<file path="src/verilog/ubk_map.svh">
// register addresses, field positions and reset values of the user break unit
`ifndef UBK_MAP_SVH
`define UBK_MAP_SVH

// channel A
`define UBK_A_ADDR_HI_ADR   32'hFFFFFF40
`define UBK_A_ADDR_LO_ADR   32'hFFFFFF42
`define UBK_A_MASK_HI_ADR   32'hFFFFFF44
`define UBK_A_MASK_LO_ADR   32'hFFFFFF46
`define UBK_A_CYC_SEL_ADR   32'hFFFFFF48
// channel B
`define UBK_B_ADDR_HI_ADR   32'h0FFFFF60
`define UBK_B_ADDR_LO_ADR   32'h0FFFFF62
`define UBK_B_MASK_HI_ADR   32'h0FFFFF64
`define UBK_B_MASK_LO_ADR   32'h0FFFFF66
`define UBK_B_CYC_SEL_ADR   32'h0FFFFF68
`define UBK_B_DATA_HI_ADR   32'hFFFFFF70
`define UBK_B_DATA_LO_ADR   32'hFFFFFF72
`define UBK_B_DMASK_HI_ADR  32'hFFFFFF74
`define UBK_B_DMASK_LO_ADR  32'hFFFFFF76
// control and status
`define UBK_CTRL_ADR        32'hFFFFFF78
`define UBK_STAT_ADR        32'hFFFFFF7A

`define UBK_REG_RESET       16'h0000

// cycle select fields
`define UBK_CS_MST_HI       7
`define UBK_CS_MST_LO       6
`define UBK_CS_FET_HI       5
`define UBK_CS_FET_LO       4
`define UBK_CS_DIR_HI       3
`define UBK_CS_DIR_LO       2
`define UBK_CS_SIZE_HI      1
`define UBK_CS_SIZE_LO      0
`define UBK_CS_WIDTH        8

// control bits
`define UBK_CTRL_SEQ        0
`define UBK_CTRL_EXT        1
`define UBK_CTRL_A_POST     2
`define UBK_CTRL_B_POST     3
`define UBK_CTRL_DUAL       4
`define UBK_CTRL_WIDTH      5

// status bits
`define UBK_STAT_A          0
`define UBK_STAT_B          1

`endif

</file>
<file path="src/verilog/ubk_pkg.sv">
// types shared by the user break unit modules
package ubk_pkg;

  // owner of an observed bus cycle
  typedef enum logic [1:0] {
    UBK_MST_CPU = 2'h0,
    UBK_MST_DMA = 2'h1,
    UBK_MST_EXT = 2'h2
  } ubk_master_t;

  // operand size of an observed bus cycle
  typedef enum logic [1:0] {
    UBK_SZ_NONE = 2'h0,
    UBK_SZ_BYTE = 2'h1,
    UBK_SZ_WORD = 2'h2,
    UBK_SZ_LONG = 2'h3
  } ubk_size_t;

  // sequential break tracking
  typedef enum {
    UBK_SEQ_IDLE,
    UBK_SEQ_ARMED
  } ubk_seq_t;

endpackage

</file>
<file path="src/verilog/ubk_cyc_if.sv">
// one observed bus cycle, passed from the top to the channel comparators
`timescale 1ns/100ps
interface ubk_cyc_if;
  logic                 valid;
  logic [31:0]          addr;
  logic [31:0]          data;
  ubk_pkg::ubk_master_t master;
  logic                 fetch;
  logic                 write;
  ubk_pkg::ubk_size_t   size;

  modport src  (output valid, addr, data, master, fetch, write, size);
  modport sink (input  valid, addr, data, master, fetch, write, size);
endinterface

</file>
<file path="src/verilog/ubk_chan.sv">
// one break channel: address, attribute and optional data comparison
`timescale 1ns/100ps
`include "ubk_map.svh"
module ubk_chan #(
  parameter bit HAS_DATA = 1'b0
) (
  // observed cycle
  ubk_cyc_if.sink                    cyc,
  // settings
  input  wire logic [31:0]           addr_ref,
  input  wire logic [31:0]           addr_mask,
  input  wire logic [31:0]           data_ref,
  input  wire logic [31:0]           data_mask,
  input  wire logic [`UBK_CS_WIDTH-1:0] cyc_sel,
  input  wire logic                  ext_en,
  // result
  output logic                       hit
);
  import ubk_pkg::*;

  logic [1:0] mst_sel;
  logic [1:0] fet_sel;
  logic [1:0] dir_sel;
  logic [1:0] sz_sel;
  logic       addr_ok;
  logic       data_ok;
  logic       mst_ok;
  logic       fet_ok;
  logic       dir_ok;
  logic       sz_ok;

  assign mst_sel = cyc_sel[`UBK_CS_MST_HI:`UBK_CS_MST_LO];
  assign fet_sel = cyc_sel[`UBK_CS_FET_HI:`UBK_CS_FET_LO];
  assign dir_sel = cyc_sel[`UBK_CS_DIR_HI:`UBK_CS_DIR_LO];
  assign sz_sel  = cyc_sel[`UBK_CS_SIZE_HI:`UBK_CS_SIZE_LO];

  // a set mask bit drops that address bit from the compare
  assign addr_ok = ((cyc.addr ^ addr_ref) & ~addr_mask) == 32'h00000000;
  // the data compare exists only where the channel is built with it
  assign data_ok = !HAS_DATA || (((cyc.data ^ data_ref) & ~data_mask) == 32'h00000000);

  // dma cycles always count as peripheral, external masters only when enabled
  always_comb begin
    case (cyc.master)
      UBK_MST_CPU: mst_ok = mst_sel[0];
      UBK_MST_DMA: mst_ok = mst_sel[1];
      UBK_MST_EXT: mst_ok = mst_sel[1] && ext_en;
      default:     mst_ok = 1'b0;
    endcase
  end

  // a zero fetch or direction field selects nothing, so the channel stays silent; a zero size field takes any size
  assign fet_ok = cyc.fetch ? fet_sel[0] : fet_sel[1];
  assign dir_ok = cyc.write ? dir_sel[1] : dir_sel[0];
  assign sz_ok  = (sz_sel == UBK_SZ_NONE) || (sz_sel == cyc.size);

  assign hit = cyc.valid && addr_ok && data_ok && mst_ok && fet_ok && dir_ok && sz_ok;
endmodule

</file>
<file path="src/verilog/ubk_top.sv">
// user break unit: break registers, two channels and request sequencing
//
// Decided for this implementation: the strobed register port.
`timescale 1ns/100ps
`include "ubk_map.svh"
module ubk_top (
  // clock and power-on reset
  input  wire logic                 MCLK,
  input  wire logic                 RESET,
  // register port
  input  wire logic [31:0]          REG_ADDR,
  input  wire logic [15:0]          REG_WDATA,
  input  wire logic                 REG_WR,
  input  wire logic                 REG_RD,
  output logic      [15:0]          REG_RDATA,
  // observed bus cycle
  input  wire logic                 BUS_VALID,
  input  wire logic [31:0]          BUS_ADDR,
  input  wire logic [31:0]          BUS_DATA,
  input  wire ubk_pkg::ubk_master_t BUS_MASTER,
  input  wire logic                 BUS_FETCH,
  input  wire logic                 BUS_WRITE,
  input  wire ubk_pkg::ubk_size_t   BUS_SIZE,
  // break request to the exception logic
  output logic                      BREAK_REQ,
  output logic                      BREAK_POST,
  output logic      [1:0]           BREAK_CHAN
);
  import ubk_pkg::*;

  // software registers
  logic [15:0]                 a_addr_hi_reg;
  logic [15:0]                 a_addr_lo_reg;
  logic [15:0]                 a_mask_hi_reg;
  logic [15:0]                 a_mask_lo_reg;
  logic [`UBK_CS_WIDTH-1:0]    a_cyc_sel_reg;
  logic [15:0]                 b_addr_hi_reg;
  logic [15:0]                 b_addr_lo_reg;
  logic [15:0]                 b_mask_hi_reg;
  logic [15:0]                 b_mask_lo_reg;
  logic [`UBK_CS_WIDTH-1:0]    b_cyc_sel_reg;
  logic [15:0]                 b_data_hi_reg;
  logic [15:0]                 b_data_lo_reg;
  logic [15:0]                 b_dmask_hi_reg;
  logic [15:0]                 b_dmask_lo_reg;
  logic [`UBK_CTRL_WIDTH-1:0]  ctrl_reg;
  logic [1:0]                  stat_reg;
  logic [1:0]                  stat_next;
  logic [15:0]                 rdata_next;
  logic                        map_hit;

  // decoded control bits
  logic                        seq_en;
  logic                        ext_en;
  logic                        dual_en;

  // comparator results and pipeline
  logic                        hit_a;
  logic                        hit_b;
  logic                        hit_a_reg;
  logic                        hit_b_reg;
  logic                        fetch_reg;
  ubk_seq_t                    seq_reg;
  ubk_seq_t                    seq_next;
  logic                        fire_a;
  logic                        fire_b;
  logic                        req_next;
  logic                        post_next;
  logic [1:0]                  chan_next;

  ubk_cyc_if cyc ();

  assign seq_en  = ctrl_reg[`UBK_CTRL_SEQ];
  assign ext_en  = ctrl_reg[`UBK_CTRL_EXT];
  // zero after power-on, which leaves only channel A in use
  assign dual_en = ctrl_reg[`UBK_CTRL_DUAL];

  // ---------------------------------------------------------------
  // register writes; only the power-on reset clears them, so a
  // manual reset elsewhere in the chip leaves them as they were
  // ---------------------------------------------------------------
  always_ff @(posedge MCLK) begin
    if (RESET) begin
      a_addr_hi_reg <= `UBK_REG_RESET;
      a_addr_lo_reg <= `UBK_REG_RESET;
      a_mask_hi_reg <= `UBK_REG_RESET;
      a_mask_lo_reg <= `UBK_REG_RESET;
      a_cyc_sel_reg <= `UBK_CS_WIDTH'(`UBK_REG_RESET);
    end else if (REG_WR) begin
      case (REG_ADDR)
        `UBK_A_ADDR_HI_ADR: a_addr_hi_reg <= REG_WDATA;
        `UBK_A_ADDR_LO_ADR: a_addr_lo_reg <= REG_WDATA;
        `UBK_A_MASK_HI_ADR: a_mask_hi_reg <= REG_WDATA;
        `UBK_A_MASK_LO_ADR: a_mask_lo_reg <= REG_WDATA;
        `UBK_A_CYC_SEL_ADR: a_cyc_sel_reg <= REG_WDATA[`UBK_CS_WIDTH-1:0];
        default: ;
      endcase
    end
  end

  always_ff @(posedge MCLK) begin
    if (RESET) begin
      b_addr_hi_reg  <= `UBK_REG_RESET;
      b_addr_lo_reg  <= `UBK_REG_RESET;
      b_mask_hi_reg  <= `UBK_REG_RESET;
      b_mask_lo_reg  <= `UBK_REG_RESET;
      b_cyc_sel_reg  <= `UBK_CS_WIDTH'(`UBK_REG_RESET);
      b_data_hi_reg  <= `UBK_REG_RESET;
      b_data_lo_reg  <= `UBK_REG_RESET;
      b_dmask_hi_reg <= `UBK_REG_RESET;
      b_dmask_lo_reg <= `UBK_REG_RESET;
    end else if (REG_WR) begin
      case (REG_ADDR)
        `UBK_B_ADDR_HI_ADR:  b_addr_hi_reg  <= REG_WDATA;
        `UBK_B_ADDR_LO_ADR:  b_addr_lo_reg  <= REG_WDATA;
        `UBK_B_MASK_HI_ADR:  b_mask_hi_reg  <= REG_WDATA;
        `UBK_B_MASK_LO_ADR:  b_mask_lo_reg  <= REG_WDATA;
        `UBK_B_CYC_SEL_ADR:  b_cyc_sel_reg  <= REG_WDATA[`UBK_CS_WIDTH-1:0];
        `UBK_B_DATA_HI_ADR:  b_data_hi_reg  <= REG_WDATA;
        `UBK_B_DATA_LO_ADR:  b_data_lo_reg  <= REG_WDATA;
        `UBK_B_DMASK_HI_ADR: b_dmask_hi_reg <= REG_WDATA;
        `UBK_B_DMASK_LO_ADR: b_dmask_lo_reg <= REG_WDATA;
        default: ;
      endcase
    end
  end

  always_ff @(posedge MCLK) begin
    if (RESET) begin
      ctrl_reg <= `UBK_CTRL_WIDTH'(`UBK_REG_RESET);
    end else if (REG_WR && REG_ADDR == `UBK_CTRL_ADR) begin
      ctrl_reg <= REG_WDATA[`UBK_CTRL_WIDTH-1:0];
    end
  end

  // sticky hit flags, cleared by writing one; a new hit in the
  // clearing cycle wins so no break is lost from the record
  always_comb begin
    stat_next = stat_reg;
    if (REG_WR && REG_ADDR == `UBK_STAT_ADR) begin
      stat_next = stat_reg & ~REG_WDATA[1:0];
    end
    if (fire_a) begin
      stat_next[`UBK_STAT_A] = 1'b1;
    end
    if (fire_b) begin
      stat_next[`UBK_STAT_B] = 1'b1;
    end
  end

  always_ff @(posedge MCLK) begin
    if (RESET) begin
      stat_reg <= 2'h0;
    end else begin
      stat_reg <= stat_next;
    end
  end

  // ---------------------------------------------------------------
  // register reads: data stands only in the cycle after the strobe;
  // reserved bits and unmapped addresses read as zero
  // ---------------------------------------------------------------
  always_comb begin
    rdata_next = 16'h0000;
    map_hit    = 1'b1;
    case (REG_ADDR)
      `UBK_A_ADDR_HI_ADR:  rdata_next = a_addr_hi_reg;
      `UBK_A_ADDR_LO_ADR:  rdata_next = a_addr_lo_reg;
      `UBK_A_MASK_HI_ADR:  rdata_next = a_mask_hi_reg;
      `UBK_A_MASK_LO_ADR:  rdata_next = a_mask_lo_reg;
      `UBK_A_CYC_SEL_ADR:  rdata_next = {8'h00, a_cyc_sel_reg};
      `UBK_B_ADDR_HI_ADR:  rdata_next = b_addr_hi_reg;
      `UBK_B_ADDR_LO_ADR:  rdata_next = b_addr_lo_reg;
      `UBK_B_MASK_HI_ADR:  rdata_next = b_mask_hi_reg;
      `UBK_B_MASK_LO_ADR:  rdata_next = b_mask_lo_reg;
      `UBK_B_CYC_SEL_ADR:  rdata_next = {8'h00, b_cyc_sel_reg};
      `UBK_B_DATA_HI_ADR:  rdata_next = b_data_hi_reg;
      `UBK_B_DATA_LO_ADR:  rdata_next = b_data_lo_reg;
      `UBK_B_DMASK_HI_ADR: rdata_next = b_dmask_hi_reg;
      `UBK_B_DMASK_LO_ADR: rdata_next = b_dmask_lo_reg;
      `UBK_CTRL_ADR:       rdata_next = {11'h000, ctrl_reg};
      `UBK_STAT_ADR:       rdata_next = {14'h0000, stat_reg};
      default:             map_hit    = 1'b0;
    endcase
  end

  always_ff @(posedge MCLK) begin
    if (RESET) begin
      REG_RDATA <= 16'h0000;
    end else if (REG_RD && map_hit) begin
      REG_RDATA <= rdata_next;
    end else begin
      REG_RDATA <= 16'h0000;
    end
  end

  // ---------------------------------------------------------------
  // observed cycle to both channels
  // ---------------------------------------------------------------
  assign cyc.valid  = BUS_VALID;
  assign cyc.addr   = BUS_ADDR;
  assign cyc.data   = BUS_DATA;
  assign cyc.master = BUS_MASTER;
  assign cyc.fetch  = BUS_FETCH;
  assign cyc.write  = BUS_WRITE;
  assign cyc.size   = BUS_SIZE;

  // channel A has no data compare, so its data inputs are fully masked
  ubk_chan #(
    .HAS_DATA (1'b0)
  ) u_chan_a (
    .cyc       (cyc),
    .addr_ref  ({a_addr_hi_reg, a_addr_lo_reg}),
    .addr_mask ({a_mask_hi_reg, a_mask_lo_reg}),
    .data_ref  (32'h00000000),
    .data_mask (32'hFFFFFFFF),
    .cyc_sel   (a_cyc_sel_reg),
    .ext_en    (ext_en),
    .hit       (hit_a)
  );

  ubk_chan #(
    .HAS_DATA (1'b1)
  ) u_chan_b (
    .cyc       (cyc),
    .addr_ref  ({b_addr_hi_reg, b_addr_lo_reg}),
    .addr_mask ({b_mask_hi_reg, b_mask_lo_reg}),
    .data_ref  ({b_data_hi_reg, b_data_lo_reg}),
    .data_mask ({b_dmask_hi_reg, b_dmask_lo_reg}),
    .cyc_sel   (b_cyc_sel_reg),
    .ext_en    (ext_en),
    .hit       (hit_b)
  );

  // ---------------------------------------------------------------
  // match stage: one evaluation per cycle, held for one clock so the
  // wide compare never sits in the same path as the request logic
  // ---------------------------------------------------------------
  always_ff @(posedge MCLK) begin
    if (RESET) begin
      hit_a_reg <= 1'b0;
      hit_b_reg <= 1'b0;
      fetch_reg <= 1'b0;
    end else begin
      hit_a_reg <= hit_a;
      hit_b_reg <= hit_b && dual_en;
      fetch_reg <= BUS_FETCH && BUS_VALID;
    end
  end

  // ---------------------------------------------------------------
  // channel combination
  // ---------------------------------------------------------------
  always_comb begin
    seq_next = seq_reg;
    fire_a   = 1'b0;
    fire_b   = 1'b0;
    if (dual_en && seq_en) begin
      // A only arms; a B hit in the same cycle as the arming A hit
      // does not count, since A has to come first
      case (seq_reg)
        UBK_SEQ_IDLE: begin
          if (hit_a_reg) begin
            seq_next = UBK_SEQ_ARMED;
          end
        end
        UBK_SEQ_ARMED: begin
          if (hit_b_reg) begin
            fire_b   = 1'b1;
            seq_next = UBK_SEQ_IDLE;
          end
        end
        default: seq_next = UBK_SEQ_IDLE;
      endcase
    end else begin
      fire_a   = hit_a_reg;
      fire_b   = hit_b_reg;
      seq_next = UBK_SEQ_IDLE;
    end
  end

  always_ff @(posedge MCLK) begin
    if (RESET) begin
      seq_reg <= UBK_SEQ_IDLE;
    end else begin
      seq_reg <= seq_next;
    end
  end

  // post-execution break applies to fetch cycles only
  always_comb begin
    req_next  = fire_a || fire_b;
    chan_next = {fire_b, fire_a};
    post_next = fetch_reg && ((fire_a && ctrl_reg[`UBK_CTRL_A_POST]) ||
                              (fire_b && ctrl_reg[`UBK_CTRL_B_POST]));
  end

  always_ff @(posedge MCLK) begin
    if (RESET) begin
      BREAK_REQ  <= 1'b0;
      BREAK_POST <= 1'b0;
      BREAK_CHAN <= 2'h0;
    end else begin
      BREAK_REQ  <= req_next;
      BREAK_POST <= post_next;
      BREAK_CHAN <= chan_next;
    end
  end

endmodule
</file>
<file path="config.mk">
export PLATFORM = sky130hd
export DESIGN_NAME = ubk_top
export DESIGN_NICKNAME = d
export VERILOG_FILES = /design/src/verilog/ubk_pkg.sv /design/src/verilog/ubk_cyc_if.sv /design/src/verilog/ubk_chan.sv /design/src/verilog/ubk_top.sv
export VERILOG_INCLUDE_DIRS = /design/src /design/src/verilog
export SDC_FILE = /design/constraint.sdc
export NUM_CORES = 1
export LEC_CHECK = 0
export ABC_AREA = 1
export ABC_CLOCK_PERIOD_IN_PS = 1500
export BUFFER_PORTS_ARGS = -buffer_cell sky130_fd_sc_hd__buf_2
export CAP_MARGIN = 0
export CORE_MARGIN = 1.5
export CORE_UTILIZATION = 44
export DETAILED_ROUTE_END_ITERATION = 10
export GPL_TIMING_DRIVEN = 0
export PLACE_DENSITY = 0.71
export SLEW_MARGIN = 40
export SYNTH_ARGS = -nofsm -noshare
export SYNTH_HDL_FRONTEND = slang
export SYNTH_SLANG_ARGS = --single-unit
</file>
<file path="constraint.sdc">
create_clock -name MCLK -period 1.5 [get_ports MCLK]
set_clock_uncertainty 0.15 [all_clocks]
set_input_delay 0.075 -clock MCLK [delete_from_list [all_inputs] [get_ports MCLK]]
set_output_delay 0.075 -clock MCLK [all_outputs]
set_load 0.01 [all_outputs]
</file>
Word level (Yosys, flattened, before mapping):

Cells that the tools add are included.

* register bits: 270
* input bits: 123
* output and inout port bits: 20

* multiplexer cells: 18
* bitwise operators: 13
* reduce and logical (&&, ||, !) cells: 53
* equal/unequal tests: 23

Operator list (count)
* 32-bit equality test (second input constant): 11
* 16-bit case mux with 16 select lines: 1
* 32-bit by 28-bit equality test with 1-bit output (second input constant): 5
* 32-bit logical NOT: 4
* 32-bit AND: 3
* 32-bit NOT: 3
* 32-bit bitwise XOR: 3
* 32-bit 2-to-1 mux: 2
* 32-bit case mux with 2 select lines: 1
* 32-bit by 1-bit equality test with 1-bit output (second input constant): 1
* 2-bit AND reduction: 15
* 1-bit logical AND: 22
* 16-bit OR reduction: 1
* 1-bit 2-to-1 mux: 11
* 2-bit logical NOT: 3
* 1-bit case mux with 3 select lines: 2
* 2-bit equality test: 2
* 1-bit logical OR: 4
* 2-bit != test (second input constant): 2
* 2-bit nonzero test: 2
* 2-bit OR reduction: 2
* 2-bit AND: 1
* 2-bit by 1-bit equality test with 1-bit output (second input constant): 1
* 2-bit equality test (second input constant): 1
* other kinds (3): 4

Longest topological paths before layout:

* word-level depth: 10
* depth in mapped cells: 13
* depth with buffers taken out: 13

By module:

From an unflattened synthesis, not the netlist that was laid out.

* cells, all modules: 2112
* area, all modules: 13181.4 µm²

By module, submodules not included
* ubk_top: instances 1, cells an instance 1541, sequential area each 4784.6 µm², area an instance 10747.8 µm²
* ubk_chan (u_chan_b): instances 1, cells an instance 367, sequential area each 0.0 µm², area an instance 1579.0 µm²
* ubk_chan (u_chan_a): instances 1, cells an instance 204, sequential area each 0.0 µm², area an instance 854.6 µm²

Worst setup path after synthesis:

Ideal clock, no wire load.

* path kind: input port to flip-flop
* start: input port REG_ADDR[9]
* end: register REG_RDATA[10]
* arrival: 1.353 ns
* setup slack: -0.117 ns
* required time: 1.236 ns
* setup time: 0.114 ns
* buffers on the path: 2
* cell stages on the path: 12
* cells stage by stage: nand2_1 -> nor2_2 -> nand2_8 -> buf_12 -> nor2_4 -> nand2_2 -> nand2_1 -> nor2_1 -> nand2_2 -> o21ai_4 -> buf_6 -> nor2_2

* word-level cells in the longest chain between the ends: 6
* elaborated cells on any way between the ends: 22
* classes of those cells: 16 x eq/ne; 2 x mux; 1 x bitwise; 3 x reduce/logical

Ends and longest elaborated chain
* from (decl): RTL line ubk_top.sv:11 `input wire logic [31:0] REG_ADDR,`
* 32-bit equality test / 32-bit by 28-bit equality test with 1-bit output (equally long branches): RTL line ubk_top.sv:166 `case (REG_ADDR)`
* 16-bit OR reduction (no source line)
* 1-bit 2-to-1 mux: RTL line ubk_top.sv:166
* 1-bit logical AND: RTL line ubk_top.sv:190 `end else if (REG_RD && map_hit) begin`
* 1-bit NOT (no source line)
* 2-bit OR reduction (no source line)
* to (signal assigned): RTL line ubk_top.sv:191 `REG_RDATA <= rdata_next;`
* to (decl): RTL line ubk_top.sv:15 `output logic [15:0] REG_RDATA,`

Parallel ways exist; a longest one is shown, timed or not.
A chain may end at the register's enable or synchronous reset.

Worst setup path in the final report:

* start: register a_addr_lo_reg[1]
* end: register hit_a_reg

* word-level cells in the longest chain between the ends: 8

Ends and longest elaborated chain
* from (decl): RTL line ubk_top.sv:33 `logic [15:0] a_addr_lo_reg;`
* from (signal assigned): RTL line ubk_top.sv:85 `` a_addr_lo_reg <= `UBK_REG_RESET; ``
* 32-bit bitwise XOR: RTL line ubk_chan.sv:38 `assign addr_ok = ((cyc.addr ^ addr_ref) & ~addr_mask) == 32'h00000000;`
* 32-bit AND: RTL line ubk_chan.sv:38
* 32-bit logical NOT: RTL line ubk_chan.sv:38
* 1-bit logical AND (5 in series): RTL line ubk_chan.sv:57 `assign hit = cyc.valid && addr_ok && data_ok && mst_ok && fet_ok && dir_ok && sz_ok;`
* to (signal assigned): RTL line ubk_top.sv:245 `hit_a_reg <= hit_a;`
* to (decl): RTL line ubk_top.sv:60 `logic hit_a_reg;`

No other way between the ends.

==> qor.csv <==
stage,metric,value,unit
run_status,outcome,finished with violations,
run_status,violations,setup timing,
global_route,grt_pass1_wl,83000,um
floorplan,pin_count,143,
detailed_routing,firstDrtPassIters,8,
detailed_routing,wire_per_inst,23.3,um
timing,rsz0062_at_grt,true,
clock_tree,worstSkewPairLatency,0.56,ns
worst_setup_path,cp_max_fo,4,
detailed_routing,viasPerCell,5.74,
detailed_routing,drt_wl_total,58000,um
floorplan,dieHeight,173,um
logic_synthesis,synthAdderAreaFrac,0,%
worst_setup_path,end_kind,register,
logic_synthesis,syn_area,0.0127,sq mm
timing,setup_ws,-0.108,ns
finish,mostFrequentLayoutCells,"nor2_1, dfxtp_1, nand2_1, o21ai_0, buf_2",
timing,fin_hold_ws,0.00756,ns
placed_design,place.gp.congestion,1.06,
finish,layout_commonest_cell,nor2_1,
logic_synthesis,ys_types,39,
placed_design,dpl.hpwl,43500,um
logic_synthesis,synthMuxAreaShare,0,%
logic_synthesis,yosys.area_share.simple,31.2,%
clock_tree,cts-root-buf,clkbuf_16,
timing,post-route-period-util,107,%
logic_synthesis,ys_warn_count,0,
detailed_routing,route.detailed.drc,0,
finish,fin_nets,2209,
timing,setup_viol,3,
worst_setup_path,cp.arrival,1.93,ns
timing,final-max-slew-violation-count,0,
floorplan,start_util,44.6,%
logic_synthesis,netlist.top_cell.by_area,dfxtp_1,
logic_synthesis,syn_avg_cell_area,6.96,sq um
logic_synthesis,synth.top_cell.area_share,37.6,%
timing,worstMarginPinSlew,0.867,ns
floorplan,num_rows,62,
power,power-per-cell-area,903,mW/mm^2
logic_synthesis,synth_fp_nets,1951,
global_route,grt-ovfl-total,0,
clock_tree,htreeDepth,1,
floorplan,die_width,173,um
logic_synthesis,synthTopCellsByArea,"dfxtp_1, nor2_1, o21ai_0",
placed_design,io_buffer_count,141,
global_route,antenna_found_initial,2,
clock_tree,clock_path_buffers,3,
timing,hold_viol,0,
timing,max_freq,622,MHz
logic_synthesis,synth_xor_area_share,2.82,%
finish,area_growth,28.2,%
detailed_routing,vias,14294,
timing,tns,-0.183,ns
run,cap_violations,0,
global_route,grt_max_degree,15,
detailed_routing,drt_iter0_drc,1905,
clock_tree,cts_tree,yes,
timing,slew_headroom,42.2,%
clock_tree,cts.sinks,239,
logic_synthesis,synth_top_family_by_area,simple AND/OR/NAND/NOR gates,
logic_synthesis,syn-instance-count,1828,
timing,fin_crit,1.61,ns
worst_setup_path,cp-start-kind,register,
logic_synthesis,synth-compound-area-share,19.4,%
worst_setup_path,path_class,reg -> reg,
global_route,grt_pass1_vias,12707,
logic_synthesis,synth_seq_cells,239,
floorplan,core-area,0.0285,sq mm
logic_synthesis,synth_seq_area_share,37.6,%
power,leakagePower,7.11,nW
clock_tree,path_clk_slew,0.07,ns
worst_setup_path,cp.required,1.82,ns
detailed_routing,postRouteAntennaNets,0,
worst_hold_path,min_path_type,in -> reg,
finish,layout-drive-gt1-share,24.0,%
floorplan,die-area,0.0299,sq mm
power,ir_drop,0.000824,V
clock_tree,cts_buffers,28,
global_route,grt_usage,37.6,%
finish,diodes,0,
-- worst paths after layout --
path | startpoint | endpoint | slack [ns] | depth (start not counted)
max | a_addr_lo_reg[1] | hit_a_reg | -0.11 | 5
min reg2reg | fetch_reg | BREAK_POST | 0.31 | 1
max reg2reg | a_addr_lo_reg[1] | hit_a_reg | -0.11 | 5
min | BUS_DATA[11] | hit_b_reg | 0.008 | 8
-- kinds of logic after synthesis --
logic type | Yosys count
AO/OA/AOI/OAI | 414
XOR/XNOR | 41
buffers and inverters | 246
flip-flops | 239
AND/OR/NAND/NOR | 888
-- per-layer routing --
layer	routed length, um	track usage [%]	share of wire (%)
met1	23600	51.4	41
met5	22	0	0.038
met3	6820	8.40	12
met4	2980	16.7	5.1
met2	24700	56.9	42
-- layout make-up --
cell class | count | area [sq um]
well taps | 384 | 480
multi-input cells | 1343 | 7270
clock inverters | 12 | 196
fillers | 2751 | 12200
repair buffers | 228 | 1510
clock buffers | 38 | 758
inverters | 148 | 578
flip-flops and latches | 239 | 4800
plain buffers | 98 | 707
-- worst max-delay path: stages, from the launching register on --
cell and delay (ns):
dfxtp_2 0.35, o21ai_2 0.32, o2111ai_2 0.20, nor2_2 0.18, nand2_1 0.11, nor3_4 0.22
-- power breakdown --
part           total [mW]  leakage [nW]  switching [mW]  internal, mW
Sequential           6.35          1.93        0.000230          6.34
Combinational        1.09          4.70           0.728         0.359
Clock                7.30         0.470            2.92          4.39
-- synth_stat cells (all sizes together) --
master,number
xnor2,41
nor2,502
nor3b,2
a2111oi,1
dfxtp,239
o21ai,240
nand3,145
o211ai,3
buf,67
o22ai,9
nand4,6
inv,146
clkbuf,31
o22a,1
clkinv,2
o221ai,1
a21oi,72
a211oi,80
or2,2
a21boi,1
a21o,1
nor3,3
o2111ai,5
nand2,228
-- stage by stage --
step	power, mW	cell area (sq um)	instances	utilization (%)	worst slack (ns)
after floorplan	6.87	13000	1828	-	-0.0828
after global placement	7.38	14100	2353	49.5	-0.910
after detailed placement	7.39	14100	2353	49.5	-0.847
after CTS	14.6	15800	2453	55.2	-0.136
after global routing	15.0	16300	2490	57.1	-0.125
final	14.7	16300	2490	57.1	-0.108
-- repair_timing --
action	CTS	global route
cloned	0	1
hold buffers	40	0
hold endpoints to repair	75	0
setup endpoints to repair	140	111
buffers inserted	10	36
gates resized for setup	76	89
pin swaps	16	39
Note: power is estimated with default switching activity, not from simulation.
